### src/common/touch_adc_defs.svh
// Purpose: Offsets, fields, reset values and timing figures of the touch converter control registers.
// Assumes: 40 MHz register clock.
// Notes:   Registers sit at byte address four times their index.
`ifndef TOUCH_ADC_DEFS_SVH
`define TOUCH_ADC_DEFS_SVH
// ======================================================================
// Register indices and values
`define BUF_IDX       6'h02
`define REF_IDX       6'h03
`define SOFT_IDX      6'h04
`define CFG_IDX       6'h05
`define BUF_RST       16'h0200
`define REF_RST       16'h0002
`define SOFT_RST      16'hFFFF
`define CFG_RST       16'h0000
`define BUF_WMASK     16'hF800
`define REF_WMASK     16'h003F
`define CFG_WMASK     16'h007F
`define SOFT_CODE     16'hBB00
// ======================================================================
// Field positions
`define BUF_EN_BIT    15
`define BUF_MODE_BIT  14
`define BUF_TL_HI     13
`define BUF_TL_LO     11
`define BUF_FULL_BIT  10
`define BUF_EMPTY_BIT 9
`define REF_SRC_BIT   4
`define REF_DLY_HI    3
`define REF_DLY_LO    2
`define REF_PWDN_BIT  1
`define REF_LVL_BIT   0
`define CFG_PEN_BIT   6
`define CFG_PRE_HI    5
`define CFG_PRE_LO    3
`define CFG_SNS_HI    2
`define CFG_SNS_LO    0
`define BUF_DEPTH     64
// ======================================================================
// Timing in microseconds and the conversion to cycles
`define CLK_MHZ       40
`define US2CYC(t)     ((t) * `CLK_MHZ)
`define SETTLE_T1_US  100
`define SETTLE_T2_US  500
`define SETTLE_T3_US  1000
`define PRE_T0_US     20
`define PRE_T1_US     84
`define PRE_T2_US     276
`define PRE_T3_US     340
`define PRE_T4_US     1044
`define PRE_T5_US     1108
`define PRE_T7_US     1364
`define SNS_T0_US     32
`define SNS_T1_US     96
`define SNS_T2_US     544
`define SNS_T3_US     608
`define SNS_T4_US     2080
`define SNS_T5_US     2144
`define SNS_T6_US     2592
`define SNS_T7_US     2656
`endif

### src/common/touch_adc_pkg.sv
// Purpose: Types shared by the touch converter control logic.
// Assumes: Nothing beyond the defs header.
// Notes:   Reference states follow a Gray path.
package touch_adc_pkg;
  // ======================================================================
  // Reference sequencing
  typedef enum logic [1:0] {
    REF_OFF    = 2'b00,
    REF_SETTLE = 2'b01,
    REF_READY  = 2'b11
  } ref_state_t;
endpackage

### src/core/buffer_tracker.sv
// Purpose: Pointer, fill and flag tracking for the converted-result buffer.
// Assumes: Write and read strobes come from logic on pclk.
// Notes:   Writes into a full buffer and reads of an empty one are dropped.
`timescale 1ns/1ps
`default_nettype none
`include "touch_adc_defs.svh"
module buffer_tracker #(
  parameter int DEPTH = `BUF_DEPTH
) (
  input  wire logic       pclk,
  input  wire logic       presetn,
  input  wire logic       enable,
  input  wire logic       single_shot,
  input  wire logic [2:0] level_code,
  input  wire logic       result_wr,
  input  wire logic       result_rd,
  output logic      [5:0] rd_ptr,
  output logic      [5:0] wr_ptr,
  output logic      [5:0] trig_ptr,
  output logic            full,
  output logic            empty,
  output logic            trig_hit,
  output logic            conv_en
);
  if (DEPTH != 64) begin : g_chk
    $error("buffer_tracker serves a depth of 64 only");
  end
  logic [5:0] rd_ff, wr_ff, tg_ff;
  logic [6:0] cnt_ff;
  logic       full_ff, empty_ff, hit_ff, conv_ff;
  wire        do_wr   = result_wr && !full_ff;
  wire        do_rd   = result_rd && !empty_ff;
  wire  [6:0] nxt_cnt = cnt_ff + {6'h00, do_wr} - {6'h00, do_rd};
  wire  [6:0] lvl_m1  = {1'b0, level_code, 3'b111};
  wire        nxt_hit = nxt_cnt > lvl_m1;
  wire  [5:0] nxt_rd  = rd_ff + {5'h00, do_rd};
  // ======================================================================
  // Pointers and flags
  always_ff @(posedge pclk or negedge presetn) begin
    if (!presetn) begin
      rd_ff <= '0; wr_ff <= '0; tg_ff <= '0; cnt_ff <= '0;
      full_ff <= 1'b0; empty_ff <= 1'b1; hit_ff <= 1'b0; conv_ff <= 1'b0;
    end else if (!enable) begin
      rd_ff <= '0; wr_ff <= '0; tg_ff <= '0; cnt_ff <= '0;
      full_ff <= 1'b0; empty_ff <= 1'b1; hit_ff <= 1'b0; conv_ff <= 1'b0;
    end else begin
      rd_ff    <= nxt_rd;
      wr_ff    <= wr_ff + {5'h00, do_wr};
      tg_ff    <= nxt_rd + lvl_m1[5:0];
      cnt_ff   <= nxt_cnt;
      full_ff  <= (nxt_cnt == 7'h40);
      empty_ff <= (nxt_cnt == 7'h00);
      hit_ff   <= nxt_hit;
      conv_ff  <= !(single_shot && nxt_hit);
    end
  end
  assign rd_ptr = rd_ff; assign wr_ptr = wr_ff; assign trig_ptr = tg_ff;
  assign full = full_ff; assign empty = empty_ff;
  assign trig_hit = hit_ff; assign conv_en = conv_ff;
endmodule // buffer_tracker
`default_nettype wire

### src/core/delay_timer.sv
// Purpose: One-shot down counter that raises done a set number of cycles after start.
// Assumes: start is a single-cycle pulse on pclk.
// Notes:   A load of zero finishes at once; done holds until the next start.
`timescale 1ns/1ps
`default_nettype none
module delay_timer #(
  parameter int CNT_W = 17
) (
  input  wire logic             pclk,
  input  wire logic             presetn,
  input  wire logic             start,
  input  wire logic [CNT_W-1:0] load,
  output logic                  done
);
  if (CNT_W < 1) begin : g_chk
    $error("delay_timer needs a counter of one bit at least");
  end
  logic [CNT_W-1:0] cnt_ff;
  logic             busy_ff;
  logic             done_ff;
  wire              last = busy_ff && (cnt_ff <= CNT_W'(1));
  // ======================================================================
  // Counter
  always_ff @(posedge pclk or negedge presetn) begin
    if (!presetn) begin
      cnt_ff  <= '0;
      busy_ff <= 1'b0;
      done_ff <= 1'b0;
    end else if (start) begin
      cnt_ff  <= load;
      busy_ff <= (load != '0);
      done_ff <= (load == '0);
    end else if (busy_ff) begin
      cnt_ff  <= cnt_ff - CNT_W'(1);
      busy_ff <= !last;
      done_ff <= last;
    end
  end
  assign done = done_ff;
endmodule // delay_timer
`default_nettype wire

### src/core/touch_adc_regs.sv
// Purpose: APB register set controlling buffer, reference and touch timing of the converter.
// Assumes: Engine strobes are on pclk; APB master follows the standard protocol.
// Notes:   Zero wait state; unmapped addresses read zero and raise pslverr.
`timescale 1ns/1ps
`default_nettype none
`include "touch_adc_defs.svh"
// Functional notes
// - Buffer enable low clears all pointers
// - Mode bit: continuous or single shot
// - Trigger level is eight times code+1
// - Full flag set at 64 unread
// - Empty flag when nothing unread, resets 1
// - Source bit: external 0, internal 1
// - Settle delay 0/100/500/1000 us
// - Delay only internal and power-down mode
// - Power-down bit: on always or between
// - External source keeps internal reference off
// - Level bit selects 1.25 or 2.50 V
// - Magic code restores all control defaults
// - Pen detect disable bit, resets 0
// - Precharge time chosen by three-bit code
// - Sense time chosen by three-bit code
module touch_adc_regs
  import touch_adc_pkg::*;
#(
  parameter int PADDR_W   = 8,
  parameter int CNT_W     = 17,
  parameter int SETTLE_C2 = `US2CYC(`SETTLE_T2_US),
  parameter int SETTLE_C3 = `US2CYC(`SETTLE_T3_US),
  parameter int PRE_C2    = `US2CYC(`PRE_T2_US),
  parameter int PRE_C3    = `US2CYC(`PRE_T3_US),
  parameter int PRE_C4    = `US2CYC(`PRE_T4_US),
  parameter int PRE_C5    = `US2CYC(`PRE_T5_US),
  parameter int PRE_C7    = `US2CYC(`PRE_T7_US),
  parameter int SNS_C2    = `US2CYC(`SNS_T2_US),
  parameter int SNS_C3    = `US2CYC(`SNS_T3_US),
  parameter int SNS_C4    = `US2CYC(`SNS_T4_US),
  parameter int SNS_C5    = `US2CYC(`SNS_T5_US),
  parameter int SNS_C6    = `US2CYC(`SNS_T6_US),
  parameter int SNS_C7    = `US2CYC(`SNS_T7_US)
) (
  input  wire logic               pclk,
  input  wire logic               presetn,
  input  wire logic               psel,
  input  wire logic               penable,
  input  wire logic               pwrite,
  input  wire logic [PADDR_W-1:0] paddr,
  input  wire logic [31:0]        pwdata,
  output logic      [31:0]        prdata,
  output logic                    pready,
  output logic                    pslverr,
  input  wire logic               result_wr,
  input  wire logic               result_rd,
  input  wire logic               conv_req,
  input  wire logic               precharge_start,
  input  wire logic               sense_start,
  output logic      [5:0]         buffer_read_pointer,
  output logic      [5:0]         buffer_write_pointer,
  output logic      [5:0]         buffer_trigger_pointer,
  output logic                    buffer_trigger_hit,
  output logic                    conv_enable,
  output logic                    ref_power_on,
  output logic                    ref_internal,
  output logic                    ref_level_high,
  output logic                    measure_go,
  output logic                    pen_detect_en,
  output logic                    precharge_done,
  output logic                    sense_done
);
  localparam int SETTLE_C1 = `US2CYC(`SETTLE_T1_US);
  localparam int PRE_C0    = `US2CYC(`PRE_T0_US);
  localparam int PRE_C1    = `US2CYC(`PRE_T1_US);
  localparam int SNS_C0    = `US2CYC(`SNS_T0_US);
  localparam int SNS_C1    = `US2CYC(`SNS_T1_US);

  if (PADDR_W < 8 || SNS_C7 >= (1 << CNT_W) || PRE_C7 >= (1 << CNT_W)) begin : g_chk
    $error("touch_adc_regs: address or counter width too small");
  end

  // ======================================================================
  // Selection helper shared by the precharge and sense times
  function automatic logic [CNT_W-1:0] pick8(input logic [2:0] code,
      input int c0, input int c1, input int c2, input int c3,
      input int c4, input int c5, input int c6, input int c7);
    int v;
    v = 0;
    case (code)
      3'h0:    v = c0;
      3'h1:    v = c1;
      3'h2:    v = c2;
      3'h3:    v = c3;
      3'h4:    v = c4;
      3'h5:    v = c5;
      3'h6:    v = c6;
      default: v = c7;
    endcase
    return CNT_W'(v);
  endfunction

  // ======================================================================
  // APB decode
  logic [15:0] buf_ctrl_ff;
  logic [15:0] ref_ctrl_ff;
  logic [15:0] soft_ff;
  logic [15:0] cfg_ff;
  logic [31:0] prdata_ff;
  logic        pready_ff;
  logic        pslverr_ff;

  wire  [5:0]  word_idx = paddr[7:2];
  wire         sel_buf  = (word_idx == `BUF_IDX);
  wire         sel_ref  = (word_idx == `REF_IDX);
  wire         sel_soft = (word_idx == `SOFT_IDX);
  wire         sel_cfg  = (word_idx == `CFG_IDX);
  wire         hi_zero  = (paddr[PADDR_W-1:2] == (PADDR_W-2)'(word_idx)) && (paddr[1:0] == 2'b00);
  wire         mapped   = hi_zero && (sel_buf || sel_ref || sel_soft || sel_cfg);
  wire         setup    = psel && !penable;
  wire         wr_go    = psel && penable && pready_ff && pwrite && mapped;
  wire  [15:0] wdat     = pwdata[15:0];
  wire         soft_hit = wr_go && sel_soft && (wdat == `SOFT_CODE);

  // ======================================================================
  // Buffer state seen through the register
  logic        buf_full;
  logic        buf_empty;
  wire  [15:0] buf_view = {buf_ctrl_ff[15:11], buf_full, buf_empty, 9'h000};
  wire  [15:0] rd_mux   = !mapped ? 16'h0000 :
                          sel_buf ? buf_view :
                          sel_ref ? (ref_ctrl_ff & `REF_WMASK) :
                          sel_soft ? soft_ff :
                          (cfg_ff & `CFG_WMASK);

  // ======================================================================
  // Control registers
  always_ff @(posedge pclk or negedge presetn) begin
    if (!presetn) begin
      buf_ctrl_ff <= `BUF_RST;
      ref_ctrl_ff <= `REF_RST;
      soft_ff     <= `SOFT_RST;
      cfg_ff      <= `CFG_RST;
    end else if (soft_hit) begin
      buf_ctrl_ff <= `BUF_RST;
      ref_ctrl_ff <= `REF_RST;
      soft_ff     <= `SOFT_RST;
      cfg_ff      <= `CFG_RST;
    end else if (wr_go) begin
      if (sel_buf)  buf_ctrl_ff <= wdat & `BUF_WMASK;
      if (sel_ref)  ref_ctrl_ff <= wdat & `REF_WMASK;
      if (sel_soft) soft_ff     <= wdat;
      if (sel_cfg)  cfg_ff      <= wdat & `CFG_WMASK;
    end
  end

  // Zero wait: the answer is prepared in the setup cycle.
  always_ff @(posedge pclk or negedge presetn) begin
    if (!presetn) begin
      prdata_ff  <= 32'h0000_0000;
      pready_ff  <= 1'b0;
      pslverr_ff <= 1'b0;
    end else begin
      prdata_ff  <= (setup && !pwrite) ? {16'h0000, rd_mux} : 32'h0000_0000;
      pready_ff  <= setup;
      pslverr_ff <= setup && !mapped;
    end
  end
  assign prdata  = prdata_ff;
  assign pready  = pready_ff;
  assign pslverr = pslverr_ff;

  // ======================================================================
  // Field views
  wire       buf_en     = buf_ctrl_ff[`BUF_EN_BIT];
  wire       buf_single = buf_ctrl_ff[`BUF_MODE_BIT];
  wire [2:0] buf_tl     = buf_ctrl_ff[`BUF_TL_HI:`BUF_TL_LO];
  wire       ref_src    = ref_ctrl_ff[`REF_SRC_BIT];
  wire [1:0] ref_dly    = ref_ctrl_ff[`REF_DLY_HI:`REF_DLY_LO];
  wire       ref_pwdn   = ref_ctrl_ff[`REF_PWDN_BIT];
  wire       ref_lvl    = ref_ctrl_ff[`REF_LVL_BIT];
  wire [2:0] pre_code   = cfg_ff[`CFG_PRE_HI:`CFG_PRE_LO];
  wire [2:0] sns_code   = cfg_ff[`CFG_SNS_HI:`CFG_SNS_LO];

  // ======================================================================
  // Buffer tracking
  buffer_tracker #(
    .DEPTH (`BUF_DEPTH)
  ) u_buf (
    .pclk        (pclk),
    .presetn     (presetn),
    .enable      (buf_en),
    .single_shot (buf_single),
    .level_code  (buf_tl),
    .result_wr   (result_wr),
    .result_rd   (result_rd),
    .rd_ptr      (buffer_read_pointer),
    .wr_ptr      (buffer_write_pointer),
    .trig_ptr    (buffer_trigger_pointer),
    .full        (buf_full),
    .empty       (buf_empty),
    .trig_hit    (buffer_trigger_hit),
    .conv_en     (conv_enable)
  );

  // ======================================================================
  // Reference sequencing
  // Without the internal source the internal reference never powers up.
  wire             ref_needs = ref_src && (!ref_pwdn || conv_req);
  wire             dly_apply = ref_src && ref_pwdn && (ref_dly != 2'b00);
  wire [CNT_W-1:0] settle_cyc = (ref_dly == 2'b01) ? CNT_W'(SETTLE_C1) :
                                (ref_dly == 2'b10) ? CNT_W'(SETTLE_C2) :
                                (ref_dly == 2'b11) ? CNT_W'(SETTLE_C3) : '0;
  ref_state_t      ref_state_ff;
  ref_state_t      nxt_ref_state;
  logic            settle_done;
  logic            ref_on_ff;
  logic            ref_int_ff;
  logic            ref_lvl_ff;
  logic            go_ff;
  logic            pen_en_ff;
  wire             settle_start = (ref_state_ff == REF_OFF) && ref_needs && dly_apply;

  always_comb begin
    nxt_ref_state = ref_state_ff;
    case (ref_state_ff)
      REF_OFF:    if (ref_needs) nxt_ref_state = dly_apply ? REF_SETTLE : REF_READY;
      REF_SETTLE: if (!ref_needs) nxt_ref_state = REF_OFF;
                  else if (settle_done) nxt_ref_state = REF_READY;
      REF_READY:  if (!ref_needs) nxt_ref_state = REF_OFF;
      default:    nxt_ref_state = REF_OFF;
    endcase
  end

  delay_timer #(
    .CNT_W (CNT_W)
  ) u_settle (
    .pclk    (pclk),
    .presetn (presetn),
    .start   (settle_start),
    .load    (settle_cyc),
    .done    (settle_done)
  );

  always_ff @(posedge pclk or negedge presetn) begin
    if (!presetn) begin
      ref_state_ff <= REF_OFF;
      ref_on_ff    <= 1'b0;
      ref_int_ff   <= 1'b0;
      ref_lvl_ff   <= 1'b0;
      go_ff        <= 1'b0;
      pen_en_ff    <= 1'b0;
    end else begin
      ref_state_ff <= nxt_ref_state;
      ref_on_ff    <= ref_needs;
      ref_int_ff   <= ref_src;
      ref_lvl_ff   <= ref_lvl;
      go_ff        <= conv_req && (!ref_src || nxt_ref_state == REF_READY);
      pen_en_ff    <= !cfg_ff[`CFG_PEN_BIT];
    end
  end
  assign ref_power_on   = ref_on_ff;
  assign ref_internal   = ref_int_ff;
  assign ref_level_high = ref_lvl_ff;
  assign measure_go     = go_ff;
  assign pen_detect_en  = pen_en_ff;

  // ======================================================================
  // Touch timing
  // The unlisted precharge code reuses the longest time rather than guessing a new one.
  wire [CNT_W-1:0] pre_cyc = pick8(pre_code, PRE_C0, PRE_C1, PRE_C2, PRE_C3,
                                   PRE_C4, PRE_C5, PRE_C7, PRE_C7);
  wire [CNT_W-1:0] sns_cyc = pick8(sns_code, SNS_C0, SNS_C1, SNS_C2, SNS_C3,
                                   SNS_C4, SNS_C5, SNS_C6, SNS_C7);

  delay_timer #(
    .CNT_W (CNT_W)
  ) u_pre (
    .pclk    (pclk),
    .presetn (presetn),
    .start   (precharge_start),
    .load    (pre_cyc),
    .done    (precharge_done)
  );

  delay_timer #(
    .CNT_W (CNT_W)
  ) u_sns (
    .pclk    (pclk),
    .presetn (presetn),
    .start   (sense_start),
    .load    (sns_cyc),
    .done    (sense_done)
  );

  // ======================================================================
  // Checks
  logic [CNT_W:0]   settle_age_ff;
  logic [CNT_W-1:0] settle_load_ff;
  always_ff @(posedge pclk or negedge presetn) begin
    if (!presetn) begin
      settle_age_ff  <= '0;
      settle_load_ff <= '0;
    end else if (settle_start) begin
      settle_age_ff  <= '0;
      settle_load_ff <= settle_cyc;
    end else if (ref_state_ff == REF_SETTLE) begin
      settle_age_ff  <= settle_age_ff + (CNT_W+1)'(1);
    end
  end
endmodule // touch_adc_regs
`default_nettype wire

### config.mk
export PLATFORM = sky130hd
export DESIGN_NAME = touch_adc_regs
export DESIGN_NICKNAME = d
export VERILOG_FILES = /design/src/common/touch_adc_pkg.sv /design/src/core/buffer_tracker.sv /design/src/core/delay_timer.sv /design/src/core/touch_adc_regs.sv
export VERILOG_INCLUDE_DIRS = /design/src /design/src/common
export SDC_FILE = /design/constraint.sdc
export NUM_CORES = 1
export LEC_CHECK = 0
export BUFFER_PORTS_ARGS = -buffer_cell sky130_fd_sc_hd__buf_4
export CORE_ASPECT_RATIO = 0.8
export CORE_UTILIZATION = 28
export DETAILED_ROUTE_END_ITERATION = 10
export PLACE_DENSITY = 0.44
export SLEW_MARGIN = 30
export SYNTH_ARGS = -nofsm -noshare
export SYNTH_HDL_FRONTEND = slang
export SYNTH_HIERARCHICAL = 1
export SYNTH_SLANG_ARGS = --single-unit
export TNS_END_PERCENT = 10
### constraint.sdc
create_clock -name pclk -period 3.5 [get_ports pclk]
set_input_delay 0.35 -clock pclk [delete_from_list [all_inputs] [get_ports pclk]]
set_output_delay 0.35 -clock pclk [all_outputs]
set_load 0.05 [all_outputs]
---- Word-level counts from Yosys, hierarchy flattened ----
Cells that the tools add are included.
storage, ports and cells
  register bits after elaboration ......... 156
operators by class
  $add $sub $neg .......................... 8
  magnitude comparators ................... 4
  equality and inequality tests ........... 23
  muxes and demuxes ....................... 54
  reductions and logical operators ........ 63
operators by type and width
  operator                                                                            number
  16-bit two-way mux                                                                  14
  17-bit one-hot mux with 7 select lines                                              1
  17-bit two-way mux                                                                  6
  16-bit one-hot mux with 6 select lines                                              1
  17-bit by 1-bit less-or-equal comparator with 1-bit output (second input constant)  3
  17-bit logical NOT                                                                  3
  17-bit nonzero test                                                                 3
  17-bit by 1-bit subtractor with 17-bit output (second input constant)               3
  6-bit two-way mux                                                                   6
  7-bit two-way mux                                                                   4
  1-bit logical AND                                                                   22
  2-bit nonzero test                                                                  9
  16-bit equality test (second input constant)                                        1
  1-bit two-way mux                                                                   16
  3-bit equality test (second input constant)                                         5
  6-bit by 1-bit adder with 6-bit output                                              2
  3-bit by 2-bit equality test with 1-bit output (second input constant)              4
  6-bit by 2-bit equality test with 1-bit output (second input constant)              2
  6-bit by 3-bit equality test with 1-bit output (second input constant)              2
  1-bit logical NOT                                                                   12
  2-bit two-way mux                                                                   5
  2-bit equality test (second input constant)                                         4
  2-bit AND reduction                                                                 4
  7-bit by 1-bit adder with 7-bit output                                              1
  other kinds (11)                                                                    19

---- Logic depth before layout (Yosys ltp) ----
  depth in word-level cells ............... 10
  gate-level depth with buffers ........... 15
  gate-level depth less buffers ........... 15

---- Modules after synthesis ----
The synthesis kept the hierarchy.
by module, submodules not included
  module          times used  cells an instance  area each (um^2)  seq. area each (um^2)
  delay_timer     3           124                1153.6            475.5
  touch_adc_regs  1           234                2757.6            1497.7
  buffer_tracker  1           156                1650.3            726.9

---- Worst setup path after synthesis ----
OpenSTA, ideal clock, no wires.
  path kind ............................... register to register
  start point ............................. register u_buf.empty_ff (netlist: u_buf/empty)
  end point ............................... register u_buf.conv_ff (netlist: u_buf/conv_en)
  arrival time ............................ 2.872 ns
  slack ................................... 0.562 ns
  stages on the path, launching flop included .. 16
  path buffers ............................ 0
  clock period less this slack ............ 2.938 ns
  path through ............................ dfstp_2 > nor2b_1 > ha_1 > inv_1 > ha_1 > inv_1 > fa_1 > nand2b_1 > a21oi_1 > xnor2_1 > ha_1 > a21o_1 > a21oi_1 > a41oi_1 > o31ai_1 > and2_1
between the ends
  longest elaborated chain between the ends .. 7
ends and longest elaborated chain
  element                                        line                  source
  from (decl)                                    buffer_tracker.sv:30  logic full_ff, empty_ff, hit_ff, conv_ff;
  from (signal assigned)                         buffer_tracker.sv:52  empty_ff <= (nxt_cnt == 7'h00);
  1-bit logical NOT                              buffer_tracker.sv:32  wire do_rd = result_rd && !empty_ff;
  1-bit logical AND                              buffer_tracker.sv:32
  7-bit by 1-bit subtractor with 7-bit output    buffer_tracker.sv:33  wire [6:0] nxt_cnt = cnt_ff + {6'h00, do_wr} - {6'h00, do_rd};
  7-bit by 6-bit > comparator with 1-bit output  buffer_tracker.sv:35  wire nxt_hit = nxt_cnt > lvl_m1;
  1-bit logical AND                              buffer_tracker.sv:54  conv_ff <= !(single_shot && nxt_hit);
  1-bit logical NOT                              buffer_tracker.sv:54
  1-bit two-way mux                              buffer_tracker.sv:43  end else if (!enable) begin
  to (signal assigned)                           buffer_tracker.sv:54
  to (decl)                                      buffer_tracker.sv:30
Every way passes these cells.
A chain may end at the register's enable or synchronous reset.

---- Worst setup path in the final report ----
Same ends and word-level chain as after synthesis.

==> impl_metrics.ini <==
[outcome]
status = finished, final reports clean

[power]
power_w = 0.00395
p_clk_share_pct = 46.9
irDropWorstVdd_mv = 0.344
switching_share_pct = 26.3
p_comb_share_pct = 8.2
pwr-share-seq_pct = 44.8
p_per_area_nw_per_um2 = 411
switchingPower_w = 0.00104
p_int_w = 0.00291
leakage_nw = 4.44

[detailed_routing]
wl_per_cell_um = 14.8
drt-total-wl_um = 18800
drtAntennaViolNets = 0
firstDrtPassIters = 4
drt_first_iter_violations = 242
vias = 5698
via_per_inst = 4.49
drc = 0

[critical_path]
worstSetupPathType = flop to flop
startpoint_type = flop
cp_slowest_cell = dfstp_2
r2r_start = u_buf/empty$_DFF_PN1_
crit_path_end = u_buf/conv_en$_DFF_PN0_
r2r_end = u_buf/conv_en$_DFF_PN0_
end_kind = flop
required_ps = 3860
slowest_delay_ps = 530
crit_top_cell = ha_1
critical_path.max_fanout = 3
arrival_ps = 3480
r2r_cells = 15
path_cells = nor2b_1 -> ha_1 -> inv_1 -> ha_1 -> inv_1 -> fa_1 -> nand2b_1 -> a21oi_1 -> xnor2_1 -> ha_1 -> a21o_1 -> a21oi_1 -> a41oi_1 -> o31ai_1 -> and2_1
cp-startpoint = u_buf/empty$_DFF_PN1_
r2r_slack_ps = 380

[finish]
stdcell_area_um2 = 9600
diodes = 0
multi_input_comb_area_um2 = 4110
num-nets-final = 974
drive_gt1_share_pct = 21.2
ff_latch_area_um2 = 3650
area_delta_synth_final_pct = 22.0
fillers = 2826

[floorplanning]
dieHeight_um = 152
die_area_um2 = 28800
initial_core_util_pct = 28.7
ios = 111
die_w_um = 189
floorplan.rows = 54
fp.coreArea_um2 = 27400

[yosys]
avgSynthCellArea_um2 = 10.3
yosys.area.top_type_share_pct = 40.4
synth_area_um2 = 7870
yosys_warnings = 6
synth.ff_latch_count = 145
yosysSeqAreaShare_pct = 46.4
synth_cell_types = 66
synthCells = 762
ys_top_cells_by_count = dfrtp_1 (127), nand2_1 (60), o21ai_0 (49)
synth.area.top_cells = dfrtp_1 (40%), dfstp_2 (6.0%), ha_1 (4.9%)
synth_most_common_cell = dfrtp_1
async_reset_ff_share_pct = 100
yosys.area.top_type = dfrtp_1
synth_ff_type = dfrtp_1
synth_edf_count = 0

[clock_tree]
hold_buffers = 1
clock_sinks = 145
post_cts_buffers = 0
cts.clk_slew.worst_paths_ps = 60
tritoncts = yes
cts_resized = 0
htree_levels = 4
clock_path_buffers = 2
numCtsBuffers = 17
root_buffer = clkbuf_16
insertion_delay_ps = 430

[sta]
skew_ps = 9.11
maxSlewViolCount = 0
rsz0062_at_grt = false
worstMarginPinSlew_ps = 824
fin_crit_ps = 3120
finalSetupViolCount = 0
final.setup.tns_ps = 0
max_slew_margin_pct = 44.5
post-route-period-util_pct = 89.1
max_freq_mhz = 321
hold_viol_final = 0

[placed_design]
port_buffers = 78
dpl.hpwl_um = 13400
placed_cell_area_um2 = 9000
gp_congestion = 0.736

[global_route]
grt_antenna_before_repair = 0
grt_max_degree = 67
grt_pass1_wl_um = 30900
grt_pass1_vias = 5631
groute.usage.overall_pct = 13.8
grt_overflow = 0

[job]
maxCapViolations = 0

[worst_hold_path]
hp-class = input port to flop
-- flip-flops by register name, indices dropped and copies added (netlist names), 6 cells and up --
signal	cells
u_buf/trig_ptr	6
cfg_ff	7
u_buf/rd_ptr	6
u_sns/cnt_ff	17
soft_ff	16
prdata	16
u_pre/cnt_ff	17
ref_ctrl_ff	6
u_buf/wr_ptr	6
u_buf/cnt_ff	7
u_settle/cnt_ff	17
-- cells by family after synthesis --
kind of cell / Yosys count / share of synthesized area, %
other: 2 / 0.0954
AOI/OAI and AO/OA: 141 / 12.3
muxes: 26 / 3.59
buffers and inverters: 82 / 4.75
adders and majority gates: 32 / 5.18
and+or+nand+nor: 282 / 21.7
DFF: 145 / 46.4
xor gates and xnor gates: 52 / 5.96
-- routing by layer --
layer / up-vias / global-route usage, % / wire length (um)
li1: 2882 / - / -
met1: 2731 / 20.8 / 10100
met2: 72 / 19.3 / 7880
met3: 13 / 3.53 / 651
met4: 0 / 3.23 / 164
met5: - / 0 / 0
-- worst max-delay path, delay by kind of cell (launching register included) --
| family | cells | cell delay, ps |
|---|---|---|
| xor gates and xnor gates | 1 | 190 |
| DFF | 1 | 530 |
| AOI/OAI and AO/OA | 5 | 720 |
| and+or+nand+nor | 3 | 370 |
| adders and majority gates | 4 | 1130 |
| buffers and inverters | 2 | 110 |
-- power groups by stage --
stage	Combinational, W	Clock (W)	Sequential [W]
after global placement	0.000325	0	0.00180
after detailed placement	0.000328	0	0.00180
after CTS	0.000330	0.00192	0.00177
final	0.000325	0.00185	0.00177
after global routing	0.000372	0.00200	0.00178
after floorplan	0.000220	0	0.00180
-- worst min path at each step --
stage | slack [ps] | start | end | cells after the start
after floorplan | 50 | presetn | buf_ctrl_ff[11]$_DFFE_PN0P_ | 0
after global placement | 400 | presetn | u_settle/cnt_ff[2]$_DFFE_PN0P_ | 1
after detailed placement | 390 | ref_ctrl_ff[0]$_DFFE_PN0P_ | ref_level_high$_DFF_PN0_ | 0
after CTS | 80 | penable | pready$_DFF_PN0_ | 2
after global routing | 100 | penable | pready$_DFF_PN0_ | 2
final | 110 | penable | pready$_DFF_PN0_ | 2
-- metrics by stage --
| step | utilization [%] | hold slack, ps | cells | worst slack (ps) |
|---|---|---|---|---|
| 2_1_floorplan | - | 54.4 | 832 | 562 |
| 3_3_place_gp | 32.8 | 396 | 1236 | 347 |
| 3_5_place_dp | 32.8 | 394 | 1236 | 344 |
| 4_1_cts | 35.0 | 84.2 | 1269 | 371 |
| 5_1_grt | 35.0 | 102 | 1269 | 80.2 |
| 6_report | 35.0 | 108 | 1269 | 380 |
-- layout make-up --
| cell class | count | area share [%] |
|---|---|---|
| multi-input combinational | 605 | 42.8 |
| sequential | 145 | 38.0 |
| timing repair buffer | 87 | 6.87 |
| tap | 364 | 4.74 |
| clock buffer | 18 | 4.57 |
| clock inverter | 14 | 1.58 |
| inverter | 36 | 1.41 |
-- placed cells by master, fill, tap and decap left out, types with 17 or more instances in the layout --
cell type	synthesis	routed
dfrtp_1	127	127
buf_4	16	85
conb_1	2	72
nand2_1	60	60
o21ai_0	49	49
nor2_1	43	43
inv_1	36	36
ha_1	31	31
xor2_1	29	29
xnor2_1	22	22
nor4_1	21	21
a21oi_1	20	20
and2_1	20	20
nand3_1	19	19
mux2_2	18	18
dfstp_2	18	18
nand4_1	17	17
clkbuf_16	0	17
Power figures use the tool's default switching activity.
